## src/hw/tct_pkg.sv

```systemverilog
`default_nettype none
package tct_pkg;
  localparam int          TCT_N            = 3;
  localparam int          TCT_W            = 32;
  localparam int          TCT_AW           = 8;
  // device map: per timer offsets relative to the timer base, the timer stride, then shared absolute addresses
  localparam logic [7:0]  OFF_RELOAD       = 8'h00;
  localparam logic [7:0]  OFF_COUNT        = 8'h04;
  localparam logic [7:0]  OFF_SETUP        = 8'h08;
  localparam logic [7:0]  OFF_ACK          = 8'h0c;
  localparam logic [7:0]  OFF_FLAG         = 8'h10;
  localparam logic [7:0]  TIMER_STRIDE     = 8'h14;
  localparam logic [7:0]  OFF_ALL_FLAGS    = 8'ha0;
  localparam logic [7:0]  OFF_ALL_ACK      = 8'ha4;
  localparam logic [7:0]  OFF_ALL_RAW      = 8'ha8;
  localparam int          SETUP_EN_BIT     = 0;
  localparam int          SETUP_MODE_BIT   = 1;
  localparam int          SETUP_MASK_BIT   = 2;
  localparam logic [31:0] RELOAD_RST       = 32'h0000_0000;
  localparam logic [2:0]  SETUP_RST        = 3'h0;
  // host command map
  localparam logic [7:0]  HOFF_TARGET      = 8'h00;
  localparam logic [7:0]  HOFF_DATA        = 8'h04;
  localparam logic [7:0]  HOFF_GO          = 8'h08;
  localparam logic [7:0]  HOFF_RESULT      = 8'h0c;
  localparam logic [7:0]  HOFF_STATUS      = 8'h10;
  localparam logic [7:0]  HOFF_CLK_GATE    = 8'h14;
  localparam int          GO_WRITE_BIT     = 0;
  localparam logic [2:0]  CLK_GATE_RST     = 3'h7;
  // timing
  localparam int          CLK_HZ           = 200_000_000;
  localparam int          TCLK_HZ          = 24_000_000;
  localparam int          TCLK_HALF_CYCLES = CLK_HZ / (2 * TCLK_HZ);
endpackage
`default_nettype wire

```

## src/hw/tct_if.sv

```systemverilog
`default_nettype none
interface tct_if;
  logic [tct_pkg::TCT_AW-1:0] addr;
  logic [31:0]                wdata;
  logic                       wr;
  logic                       rd;
  logic [31:0]                rdata;
  logic [tct_pkg::TCT_N-1:0]  timer_en;
  logic [tct_pkg::TCT_N-1:0]  timer_clk;

  modport dev_mp (
    input  addr,
    input  wdata,
    input  wr,
    input  rd,
    output rdata,
    output timer_en,
    input  timer_clk
  );

  modport host_mp (
    output addr,
    output wdata,
    output wr,
    output rd,
    input  rdata,
    input  timer_en,
    output timer_clk
  );
endinterface
`default_nettype wire

```

## src/hw/tct_channel.sv

```systemverilog
`default_nettype none
module tct_channel #(
  parameter int W = tct_pkg::TCT_W
) (
  input  wire logic         clk,
  input  wire logic         nrst,
  input  wire logic         enable,
  input  wire logic         user_mode,
  input  wire logic [W-1:0] load_value,
  input  wire logic         tick_pin,
  input  wire logic         clear,
  output logic      [W-1:0] count,
  output logic              raw_flag
);
  import tct_pkg::*;

  logic sync1;
  logic sync2;
  logic sync3;
  logic en_d;
  logic load_pend;
  logic tick;
  logic zero_event;

  // counting clock pin: two flops, then edge detect on the second; cleared while disabled
  always_ff @(posedge clk or negedge nrst) begin
    if (!nrst) begin
      sync1 <= 1'b0;
      sync2 <= 1'b0;
      sync3 <= 1'b0;
    end else if (!enable) begin
      sync1 <= 1'b0;
      sync2 <= 1'b0;
      sync3 <= 1'b0;
    end else begin
      sync1 <= tick_pin;
      sync2 <= sync1;
      sync3 <= sync2;
    end
  end

  assign tick = sync2 & ~sync3;

  always_ff @(posedge clk or negedge nrst) begin
    if (!nrst) begin
      en_d <= 1'b0;
    end else begin
      en_d <= enable;
    end
  end

  // rising enable arms a load for the next counting edge
  always_ff @(posedge clk or negedge nrst) begin
    if (!nrst) begin
      load_pend <= 1'b0;
    end else if (!enable) begin
      load_pend <= 1'b0;
    end else if (!en_d) begin
      load_pend <= 1'b1;
    end else if (tick) begin
      load_pend <= 1'b0;
    end
  end

  always_ff @(posedge clk or negedge nrst) begin
    if (!nrst) begin
      count <= '0;
    end else if (!enable) begin
      count <= '0;
    end else if (tick) begin
      if (load_pend) begin
        count <= load_value;
      end else if (count == '0) begin
        count <= user_mode ? load_value : '1;
      end else begin
        count <= count - W'(1);
      end
    end
  end

  assign zero_event = enable & tick & ~load_pend & (count == W'(1));

  // set wins over a clear in the same cycle
  always_ff @(posedge clk or negedge nrst) begin
    if (!nrst) begin
      raw_flag <= 1'b0;
    end else begin
      raw_flag <= (raw_flag & ~clear) | zero_event;
    end
  end
endmodule
`default_nettype wire

```

## src/hw/tct_device.sv

```systemverilog
// Behaviour
// - three 32-bit timers with full register sets
// - count down, interrupt on reaching zero
// - setup bit 0 enables the timer
// - decrement on each rising counting clock edge
// - enable rise loads reload value next edge
// - disabling clears counter and counting-side state
// - disabled timer reads back zero count
// - user mode reloads the load value
// - free-running mode reloads all ones
// - setup bit 2 masks the interrupt output
// - load register is full 32-bit read/write
// - per-timer ack read returns zero, clears
// - shared ack read clears all three
// - combined status shows masked flags
// - combined raw status shows unmasked flags
// - enable bit drives the enable output
// - counting clock unrelated to bus clock
// - master disables, sets mode, loads, enables
// - master enables before ungating the clock
// - master disables before gating the clock
// - master uses full 32-bit accesses only
`default_nettype none
module tct_device #(
  parameter int N = tct_pkg::TCT_N,
  parameter int W = tct_pkg::TCT_W
) (
  input  wire logic         clk,
  input  wire logic         nrst,
  tct_if.dev_mp             bus,
  output logic      [N-1:0] timer_irq
);
  import tct_pkg::*;

  logic [W-1:0] reload  [N];
  logic [2:0]   setup   [N];
  logic [W-1:0] count   [N];
  logic [N-1:0] raw;
  logic [N-1:0] masked;
  logic [N-1:0] enable;
  logic [N-1:0] user_mode;
  logic [N-1:0] mask;
  logic [N-1:0] clear;
  logic [31:0]  next_rdata;
  logic         all_ack_rd;
  logic [N-1:0] sel_reload;
  logic [N-1:0] sel_count;
  logic [N-1:0] sel_setup;
  logic [N-1:0] sel_ack;
  logic [N-1:0] sel_flag;
  logic [N-1:0] wr_reload;
  logic [N-1:0] wr_setup;
  logic         sel_all_flags;
  logic         sel_all_raw;
  logic [31:0]  timer_word [N];

  function automatic logic [7:0] base_of(input int n);
    base_of = 8'(n * TIMER_STRIDE);
  endfunction

  function automatic logic hit(input logic [7:0] a, input int n, input logic [7:0] off);
    hit = (a == 8'(base_of(n) + off));
  endfunction

  // one select line per register of every timer
  always_comb begin
    for (int n = 0; n < N; n++) begin
      sel_reload[n] = hit(bus.addr, n, OFF_RELOAD);
      sel_count[n]  = hit(bus.addr, n, OFF_COUNT);
      sel_setup[n]  = hit(bus.addr, n, OFF_SETUP);
      sel_ack[n]    = hit(bus.addr, n, OFF_ACK);
      sel_flag[n]   = hit(bus.addr, n, OFF_FLAG);
    end
  end

  assign sel_all_flags = (bus.addr == OFF_ALL_FLAGS);
  assign sel_all_raw   = (bus.addr == OFF_ALL_RAW);
  assign wr_reload     = sel_reload & {N{bus.wr}};
  assign wr_setup      = sel_setup & {N{bus.wr}};

  always_comb begin
    for (int n = 0; n < N; n++) begin
      enable[n]    = setup[n][SETUP_EN_BIT];
      user_mode[n] = setup[n][SETUP_MODE_BIT];
      mask[n]      = setup[n][SETUP_MASK_BIT];
    end
  end

  assign bus.timer_en = enable;

  // reload registers, whole word only
  always_ff @(posedge clk or negedge nrst) begin
    if (!nrst) begin
      for (int n = 0; n < N; n++) begin
        reload[n] <= RELOAD_RST;
      end
    end else begin
      for (int n = 0; n < N; n++) begin
        if (wr_reload[n]) begin
          reload[n] <= bus.wdata;
        end
      end
    end
  end

  always_ff @(posedge clk or negedge nrst) begin
    if (!nrst) begin
      for (int n = 0; n < N; n++) begin
        setup[n] <= SETUP_RST;
      end
    end else begin
      for (int n = 0; n < N; n++) begin
        if (wr_setup[n]) begin
          setup[n] <= bus.wdata[2:0];
        end
      end
    end
  end

  // reads of an ack location clear flags as a side effect
  assign all_ack_rd = bus.rd && (bus.addr == OFF_ALL_ACK);

  always_comb begin
    for (int n = 0; n < N; n++) begin
      clear[n] = all_ack_rd || (bus.rd && sel_ack[n]);
    end
  end

  // flags are produced on the bus clock after the pin synchroniser
  genvar g;
  generate
    for (g = 0; g < N; g++) begin : g_timer
      tct_channel #(
        .W (W)
      ) u_channel (
        .clk        (clk),
        .nrst       (nrst),
        .enable     (enable[g]),
        .user_mode  (user_mode[g]),
        .load_value (reload[g]),
        .tick_pin   (bus.timer_clk[g]),
        .clear      (clear[g]),
        .count      (count[g]),
        .raw_flag   (raw[g])
      );
    end
  endgenerate

  // the mask gates the outputs, the combined flags and the per-timer flag reads; raw status stays readable
  assign masked = raw & ~mask;

  // registered so the interrupt lines never carry decode glitches
  always_ff @(posedge clk or negedge nrst) begin
    if (!nrst) begin
      timer_irq <= '0;
    end else begin
      timer_irq <= masked;
    end
  end

  // every timer offers one word, at most one of them selected
  always_comb begin
    for (int n = 0; n < N; n++) begin
      timer_word[n] = 32'h0000_0000;
      if (sel_reload[n]) begin
        timer_word[n] = 32'(reload[n]);
      end
      if (sel_count[n] && enable[n]) begin
        timer_word[n] = 32'(count[n]);
      end
      if (sel_setup[n]) begin
        timer_word[n] = 32'(setup[n]);
      end
      if (sel_flag[n]) begin
        timer_word[n] = 32'(masked[n]);
      end
    end
  end

  // shared status words, merged with the selected timer word
  always_comb begin
    next_rdata = 32'h0000_0000;
    if (sel_all_flags) begin
      next_rdata = 32'(masked);
    end
    if (sel_all_raw) begin
      next_rdata = 32'(raw);
    end
    for (int n = 0; n < N; n++) begin
      next_rdata = next_rdata | timer_word[n];
    end
  end

  // ack locations and unmapped addresses read zero
  always_ff @(posedge clk or negedge nrst) begin
    if (!nrst) begin
      bus.rdata <= 32'h0000_0000;
    end else if (bus.rd) begin
      bus.rdata <= next_rdata;
    end else begin
      bus.rdata <= 32'h0000_0000;
    end
  end
endmodule
`default_nettype wire

```

## src/flat_wrapper.sv

```systemverilog
// flat-port wrapper written by rule: the top's interface ports become plain ports
module tct_device_flat import tct_pkg::*;
#(
  parameter int N = tct_pkg::TCT_N,
  parameter int W = tct_pkg::TCT_W
)
  (clk, nrst, timer_irq, bus_addr, bus_wdata, bus_wr, bus_rd, bus_rdata, bus_timer_en, bus_timer_clk);
  tct_if bus_i ();
  input  wire logic clk;
  input  wire logic nrst;
  output logic      [N-1:0] timer_irq;
  input wire logic [$bits(bus_i.addr)-1:0] bus_addr;
  input wire logic [$bits(bus_i.wdata)-1:0] bus_wdata;
  input wire logic [$bits(bus_i.wr)-1:0] bus_wr;
  input wire logic [$bits(bus_i.rd)-1:0] bus_rd;
  output wire logic [$bits(bus_i.rdata)-1:0] bus_rdata;
  output wire logic [$bits(bus_i.timer_en)-1:0] bus_timer_en;
  input wire logic [$bits(bus_i.timer_clk)-1:0] bus_timer_clk;
  assign bus_i.addr = bus_addr;
  assign bus_i.wdata = bus_wdata;
  assign bus_i.wr = bus_wr;
  assign bus_i.rd = bus_rd;
  assign bus_rdata = bus_i.rdata;
  assign bus_timer_en = bus_i.timer_en;
  assign bus_i.timer_clk = bus_timer_clk;
  tct_device #(.N(N), .W(W)) u_core (.clk(clk), .nrst(nrst), .bus(bus_i), .timer_irq(timer_irq));
endmodule
```

## config.mk

```make
export PLATFORM = sky130hd
export DESIGN_NAME = tct_device_flat
export DESIGN_NICKNAME = d
export VERILOG_FILES = /design/src/hw/tct_pkg.sv /design/src/hw/tct_if.sv /design/src/hw/tct_channel.sv /design/src/hw/tct_device.sv /design/src/flat_wrapper.sv
export SDC_FILE = /design/constraint.sdc
export NUM_CORES = 1
export LEC_CHECK = 0
export ABC_AREA = 1
export BUFFER_PORTS_ARGS = -buffer_cell sky130_fd_sc_hd__buf_4
export CORE_MARGIN = 2
export CORE_UTILIZATION = 37
export DETAILED_ROUTE_END_ITERATION = 8
export PLACE_DENSITY_LB_ADDON = 0.1
export SLEW_MARGIN = 10
export SYNTH_ARGS = -nofsm -noshare
export SYNTH_HDL_FRONTEND = slang
export SYNTH_HIERARCHICAL = 1
export SYNTH_SLANG_ARGS = --single-unit
```

## constraint.sdc

```tcl
create_clock -name clk -period 2 [get_ports clk]
set_input_delay 0.2 -clock clk [delete_from_list [all_inputs] [get_ports clk]]
set_output_delay 0.2 -clock clk [all_outputs]
set_load 0.02 [all_outputs]
```

Word level (Yosys, flattened, before mapping)
Cells that the tools add are included.
{ "totals": {"out_inout_bits": 38, "word_cells": 154, "regBits": 254, "in_bits": 47} }
{ "classes": {"n_eq_ne": 26, "n_addsub": 3, "n_mux": 48, "n_reduce_logical": 14, "bitwise": 34} }
{ "op_table": {"columns": ["cell", "n"], "rows": [
  ["32-bit two-way mux", 28],
  ["32-bit by 1-bit == test with 1-bit output (second input constant)", 3],
  ["32-bit zero test", 3],
  ["32-bit by 1-bit subtractor with 32-bit output (second input constant)", 3],
  ["32-bit OR", 2],
  ["8-bit by 6-bit == test with 1-bit output (second input constant)", 7],
  ["8-bit by 5-bit == test with 1-bit output (second input constant)", 4],
  ["3-bit by 32-bit OR with 32-bit output", 1],
  ["8-bit == test (second input constant)", 3],
  ["1-bit two-way mux", 18],
  ["8-bit by 4-bit == test with 1-bit output (second input constant)", 2],
  ["1-bit bitwise AND", 15],
  ["3-bit bitwise AND", 3],
  ["3-bit inequality test (second input constant)", 3],
  ["1-bit inverter", 9],
  ["8-bit by 3-bit == test with 1-bit output (second input constant)", 1],
  ["8-bit zero test", 1],
  ["1-bit logical AND", 7],
  ["3-bit two-way mux", 2],
  ["2-bit inequality test (second input constant)", 3],
  ["1-bit logical OR", 3],
  ["3-bit inverter", 1],
  ["1-bit OR", 3]
]} }

Logic depth before layout (Yosys ltp)
{ "logic_depth": {"word_depth": 9, "mapped_depth": 12, "mapped_depth_nobuf": 12} }

Hierarchy
The synthesis kept the hierarchy.
{ "by_module_without_submodules": {"columns": ["module", "cells_per_inst", "area_per_inst_um2", "instances", "seq_area_each_um2"], "rows": [
  ["tct_device", 845, 6661.4, 1, 3503.4],
  ["tct_channel (u_core.g_timer[1].u_channel ...)", 483, 2967.8, 2, 950.9],
  ["tct_channel (u_core.g_timer[0].u_channel)", 508, 3079.2, 1, 950.9]
]} }

Least setup slack after synthesis
Ideal clock, no wire load.
{ "synth_path": {"path_kind": "register to register", "startpoint": "register u_core.g_timer[0].u_channel.count[0]", "endpoint": "register u_core.g_timer[0].u_channel.count[22]", "slack_ns": 0.252, "path_stages_with_launch": 13, "setup_time_ns": 0.117, "synth_period_minus_slack_ns": 1.748, "n_path_buf": 1, "required_ns": 1.883, "arrival_ns": 1.632, "path_cell_list": "dfrtp_1 inv_1 ha_1 nand2_1 nor2_4 nand2_2 nor2_4 buf_6 nand3_1 nand3_1 nand2_1 nand2_1 nand2_1"} }
{ "synth_via": {"elab_chain_len": 5, "elab_cells_between_ends": 6, "cone_classes": "add/sub (1); mux (4); reduce/logical (1)"} }
{ "synth_rtl": {"columns": ["item", "line", "rtl"], "rows": [
  ["start: declaration", "tct_channel.sv:12", "output logic [W-1:0] count,"],
  ["start signal: assignment", "tct_channel.sv:72", "count <= load_value;"],
  ["start signal: assignment", "tct_channel.sv:74", "count <= user_mode ? load_value : '1;"],
  ["start signal: assignment", "tct_channel.sv:76", "count <= count - W'(1);"],
  ["32-bit by 1-bit subtractor with 32-bit output / 32-bit zero test (equally long branches)", "tct_channel.sv:76, tct_channel.sv:73", null],
  ["32-bit two-way mux *", "tct_channel.sv:73", "end else if (count == '0) begin"],
  ["32-bit two-way mux *", "tct_channel.sv:71", "if (load_pend) begin"],
  ["32-bit two-way mux *", "tct_channel.sv:70", "end else if (tick) begin"],
  ["32-bit two-way mux *", "tct_channel.sv:68", "end else if (!enable) begin"]
]} }
Every way passes the cells marked *; elsewhere a longest branch is shown, timed or not. The select of a mux whose other input is x is not followed.
A chain may end at the register's enable or synchronous reset.

Final worst setup path
{ "layout_path": {"startpoint": "register u_core.g_timer[0].u_channel.count[29]", "endpoint": "register u_core.g_timer[0].u_channel.count[8]"} }
{ "layout_via": {"elab_chain_len": 5} }
{ "layout_rtl": {"columns": ["item", "line"], "rows": [
  ["32-bit zero test", "tct_channel.sv:73"],
  ["32-bit two-way mux", "tct_channel.sv:73"],
  ["32-bit two-way mux", "tct_channel.sv:71"],
  ["32-bit two-way mux", "tct_channel.sv:70"],
  ["32-bit two-way mux", "tct_channel.sv:68"]
]} }
No other way between the ends. The select of a mux whose other input is x is not followed.

==> metrics.csv <==
metric;value;unit
run_status;finished, final reports clean;
crit_fanout;16;
reg2reg_depth;11;
syn_nets;2372;
yosys.cell_types.count;42;
synth_cells;2319;
setup_viol;0;
hold_violations;0;
clockRootBuffer;clkbuf_16;
vdd_drop_max;0.0006260;V
skew;12.79;ps
syn_to_final_growth;23.88;%
final.setup.tns;0;ps
row_count;75;
antenna_found_initial;0;
relSlewSlack;62.38;%
yosys_warnings;6;
diodes;0;
synth.avg_cell_area;6.760;µm²
cp-endpoint;u_core/g_timer[0].u_channel/count[8];
worst_pin_slew;564.3;ps
grt_max_degree;65;
h-tree-depth;1;
drt_wl_total;59540;µm
firstDrtPassIters;5;
drt_iter0_drc;1381;
track_usage;27.34;%
worstPathRequired;2470;ps
grt_overflow_total;0;
critPathKind;flip-flop to flip-flop;
wl_per_cell;19.22;µm
cts.sinks;254;
die-area;44030;µm²
syn_area;15680;µm²
ys_ff_latch;254;
grt_pass1_wl;91660;µm
cts_inserted_buffers;31;
r2r-start;u_core/g_timer[0].u_channel/count[29];
vias;15620;
die_x;209.8;µm
cp.arrival;2330;ps
netlist_top_cells_area;dfrtp_1 41%, nand2_1 22%, inv_1 5.8%;
clk_pin_slew;60;ps
yosys.area.top_type;dfrtp_1;
yosysTopAreaCellShare;40.55;%
critPathLaunchType;flip-flop;
powerDensity;647.5;nW/µm²
drc;0;
gp_congestion;0.9452;
dp_hpwl;45690;µm
drtAntennaViolNets;0;
grt_pass1_vias;15290;
power;12570;µW
min_period;1859;ps
cap_violations;0;
r2r_end;u_core/g_timer[0].u_channel/count[8];
fmax;537.9;MHz
vias_per_cell;5.041;
cts_tree;yes;
layout-drive-gt1-share;16.41;%
fp.dieH;209.8;µm
io_pins;85;
final_nets;2588;
cts_buffer_depth;3;
hp-class;input pin to flip-flop;
maxSlewViolCount;0;
worstSetupEndpointType;flip-flop;
nFillCells;4384;
core_area;41850;µm²
initial_core_util;37.46;%
power_leakage;0.01060;µW
io_buffers;84;
cp-startpoint;u_core/g_timer[0].u_channel/count[29];
r2r_slack;140;ps
clk-insertion-delay-late;590;ps
seq_area_frac_synth;40.55;%
fin_crit_sh;92.96;%
[where the power goes]
group / switching (µW) / internal [µW]
Clock: 2430 / 3770
Combinational: 614 / 336
Sequential: 156 / 5270
Total: 3200 / 9370
[worst max-delay path, cell delays in order (launching register included)]
cell and delay, ps:
dfrtp_1 380, nor2_1 260, nand3_1 120, nor2_1 190, nand2_2 110, inv_2 110, nand2_4 70, o21ai_4 140
buf_12 170, nand2_1 70, nand2_1 60, nand2_1 50
[per-stage QoR]
step / cell area (µm²) / utilization, % / instances / worst slack (ps) / hold slack [ps]
after floorplan: 15680 / - / 2319 / 251.7 / -95.59
after global placement: 17860 / 42.68 / 3005 / -40.29 / 166.7
after detailed placement: 17860 / 42.68 / 3005 / -16.73 / 169.1
after CTS: 19320 / 46.16 / 3095 / 44.90 / 11.60
after global routing: 19420 / 46.40 / 3098 / -27.91 / 23.15
final: 19420 / 46.40 / 3098 / 140.9 / 34.14
[synthesized netlist by cell type (all sizes together)]
cell and count:
ha 6, xor2 31, clkbuf 40, nor3 5, a21oi 74, or2 6, a22oi 21, a31oi 1
nand4 24, o22ai 4, nor4 3, o2111ai 2, o211ai 8, xnor2 23, inv 250, nand2 951
nand3b 2, nand3 159, dfrtp 254, a31o 2, o31ai 3, clkinv 4, nor2 264, o21ai 133
buf 45, o21bai 4
[cells by family (layout without fill, tap and decap cells)]
| kind of cell | count (synthesis) | count (layout) | synth area share [%] |
|---|---|---|---|
| adder cells (fa/ha/maj) | 6 | 6 | 0.4789 |
| flip-flops | 254 | 254 | 40.55 |
| AO/OA/AOI/OAI | 252 | 252 | 8.876 |
| AND/OR/NAND/NOR | 1414 | 1414 | 37.97 |
| XOR/XNOR | 54 | 54 | 3.017 |
| buffers and inverters | 339 | 579 | 9.115 |
[sequential cells by signal, indices dropped and copies added (netlist names)]
name                                cells
u_core/bus.timer_en                     3
u_core/g_timer.u_channel/load_pend      3
u_core/timer_irq                        3
u_core/g_timer.u_channel/sync3          3
u_core/g_timer.u_channel/en_d           3
u_core/g_timer.u_channel/sync2          3
u_core/bus.rdata                       32
u_core/mask                             3
u_core/g_timer.u_channel/raw_flag       3
u_core/g_timer.u_channel/count         96
u_core/reload                          96
u_core/setup                            3
u_core/g_timer.u_channel/sync1          3
[cells in the final DEF (no fill, tap or decap), types with 5 or more instances in the layout]
cell	count
nand2_1	915
dfrtp_1	252
inv_1	243
buf_4	214
nor2_1	204
nand3_1	154
o21ai_1	76
a21oi_1	71
o21ai_0	54
nor2_2	44
nand2_2	34
dlygate4sd3_1	33
clkbuf_16	31
xor2_1	31
xnor2_1	23
nand4_1	22
a22oi_1	21
buf_12	20
nor2_4	14
o211ai_1	8
inv_2	7
bufinv_16	6
or2_2	6
nand3_2	5
[final cells by class]
| class | count | area, µm² | area share, % |
|---|---|---|---|
| multi-input combinational | 1726 | 7960 | 40.99 |
| sequential | 254 | 6359 | 32.74 |
| timing repair buffer | 268 | 2352 | 12.11 |
| inverter | 254 | 953.4 | 4.909 |
| clock buffer | 37 | 838.3 | 4.317 |
| tap | 539 | 674.4 | 3.473 |
| clock inverter | 20 | 282.8 | 1.456 |
[per-layer routing]
layer  share of wire, %  vias to the layer above  track usage (%)
met5                  0                        -                0
met4                3.0                        0            7.728
met3                6.2                       98            3.172
met2                 46                      507            44.53
met1                 45                     7350            38.43
li1                   -                     7663                -
[worst min-delay path by stage]
| stage | startpoint | end | cells past startpoint |
|---|---|---|---|
| after floorplan | nrst | u_core/bus.rdata[0] | 0 |
| after global placement | nrst | u_core/g_timer[0].u_channel/sync1 | 1 |
| after detailed placement | nrst | u_core/g_timer[0].u_channel/sync1 | 1 |
| after CTS | bus_rd | u_core/bus.rdata[2] | 3 |
| after global routing | bus_wdata[2] | u_core/reload[66] | 3 |
| final | bus_wdata[2] | u_core/reload[2] | 3 |
[timing repair]
action,4_1_cts,5_1_grt
hold buffers,33,0
pin swaps,0,3
setup buffers,0,3
hold endpoints to repair,271,0
gates resized for setup,1,20
setup endpoints to repair,1,77
Note: power is estimated with default switching activity, not from simulation.
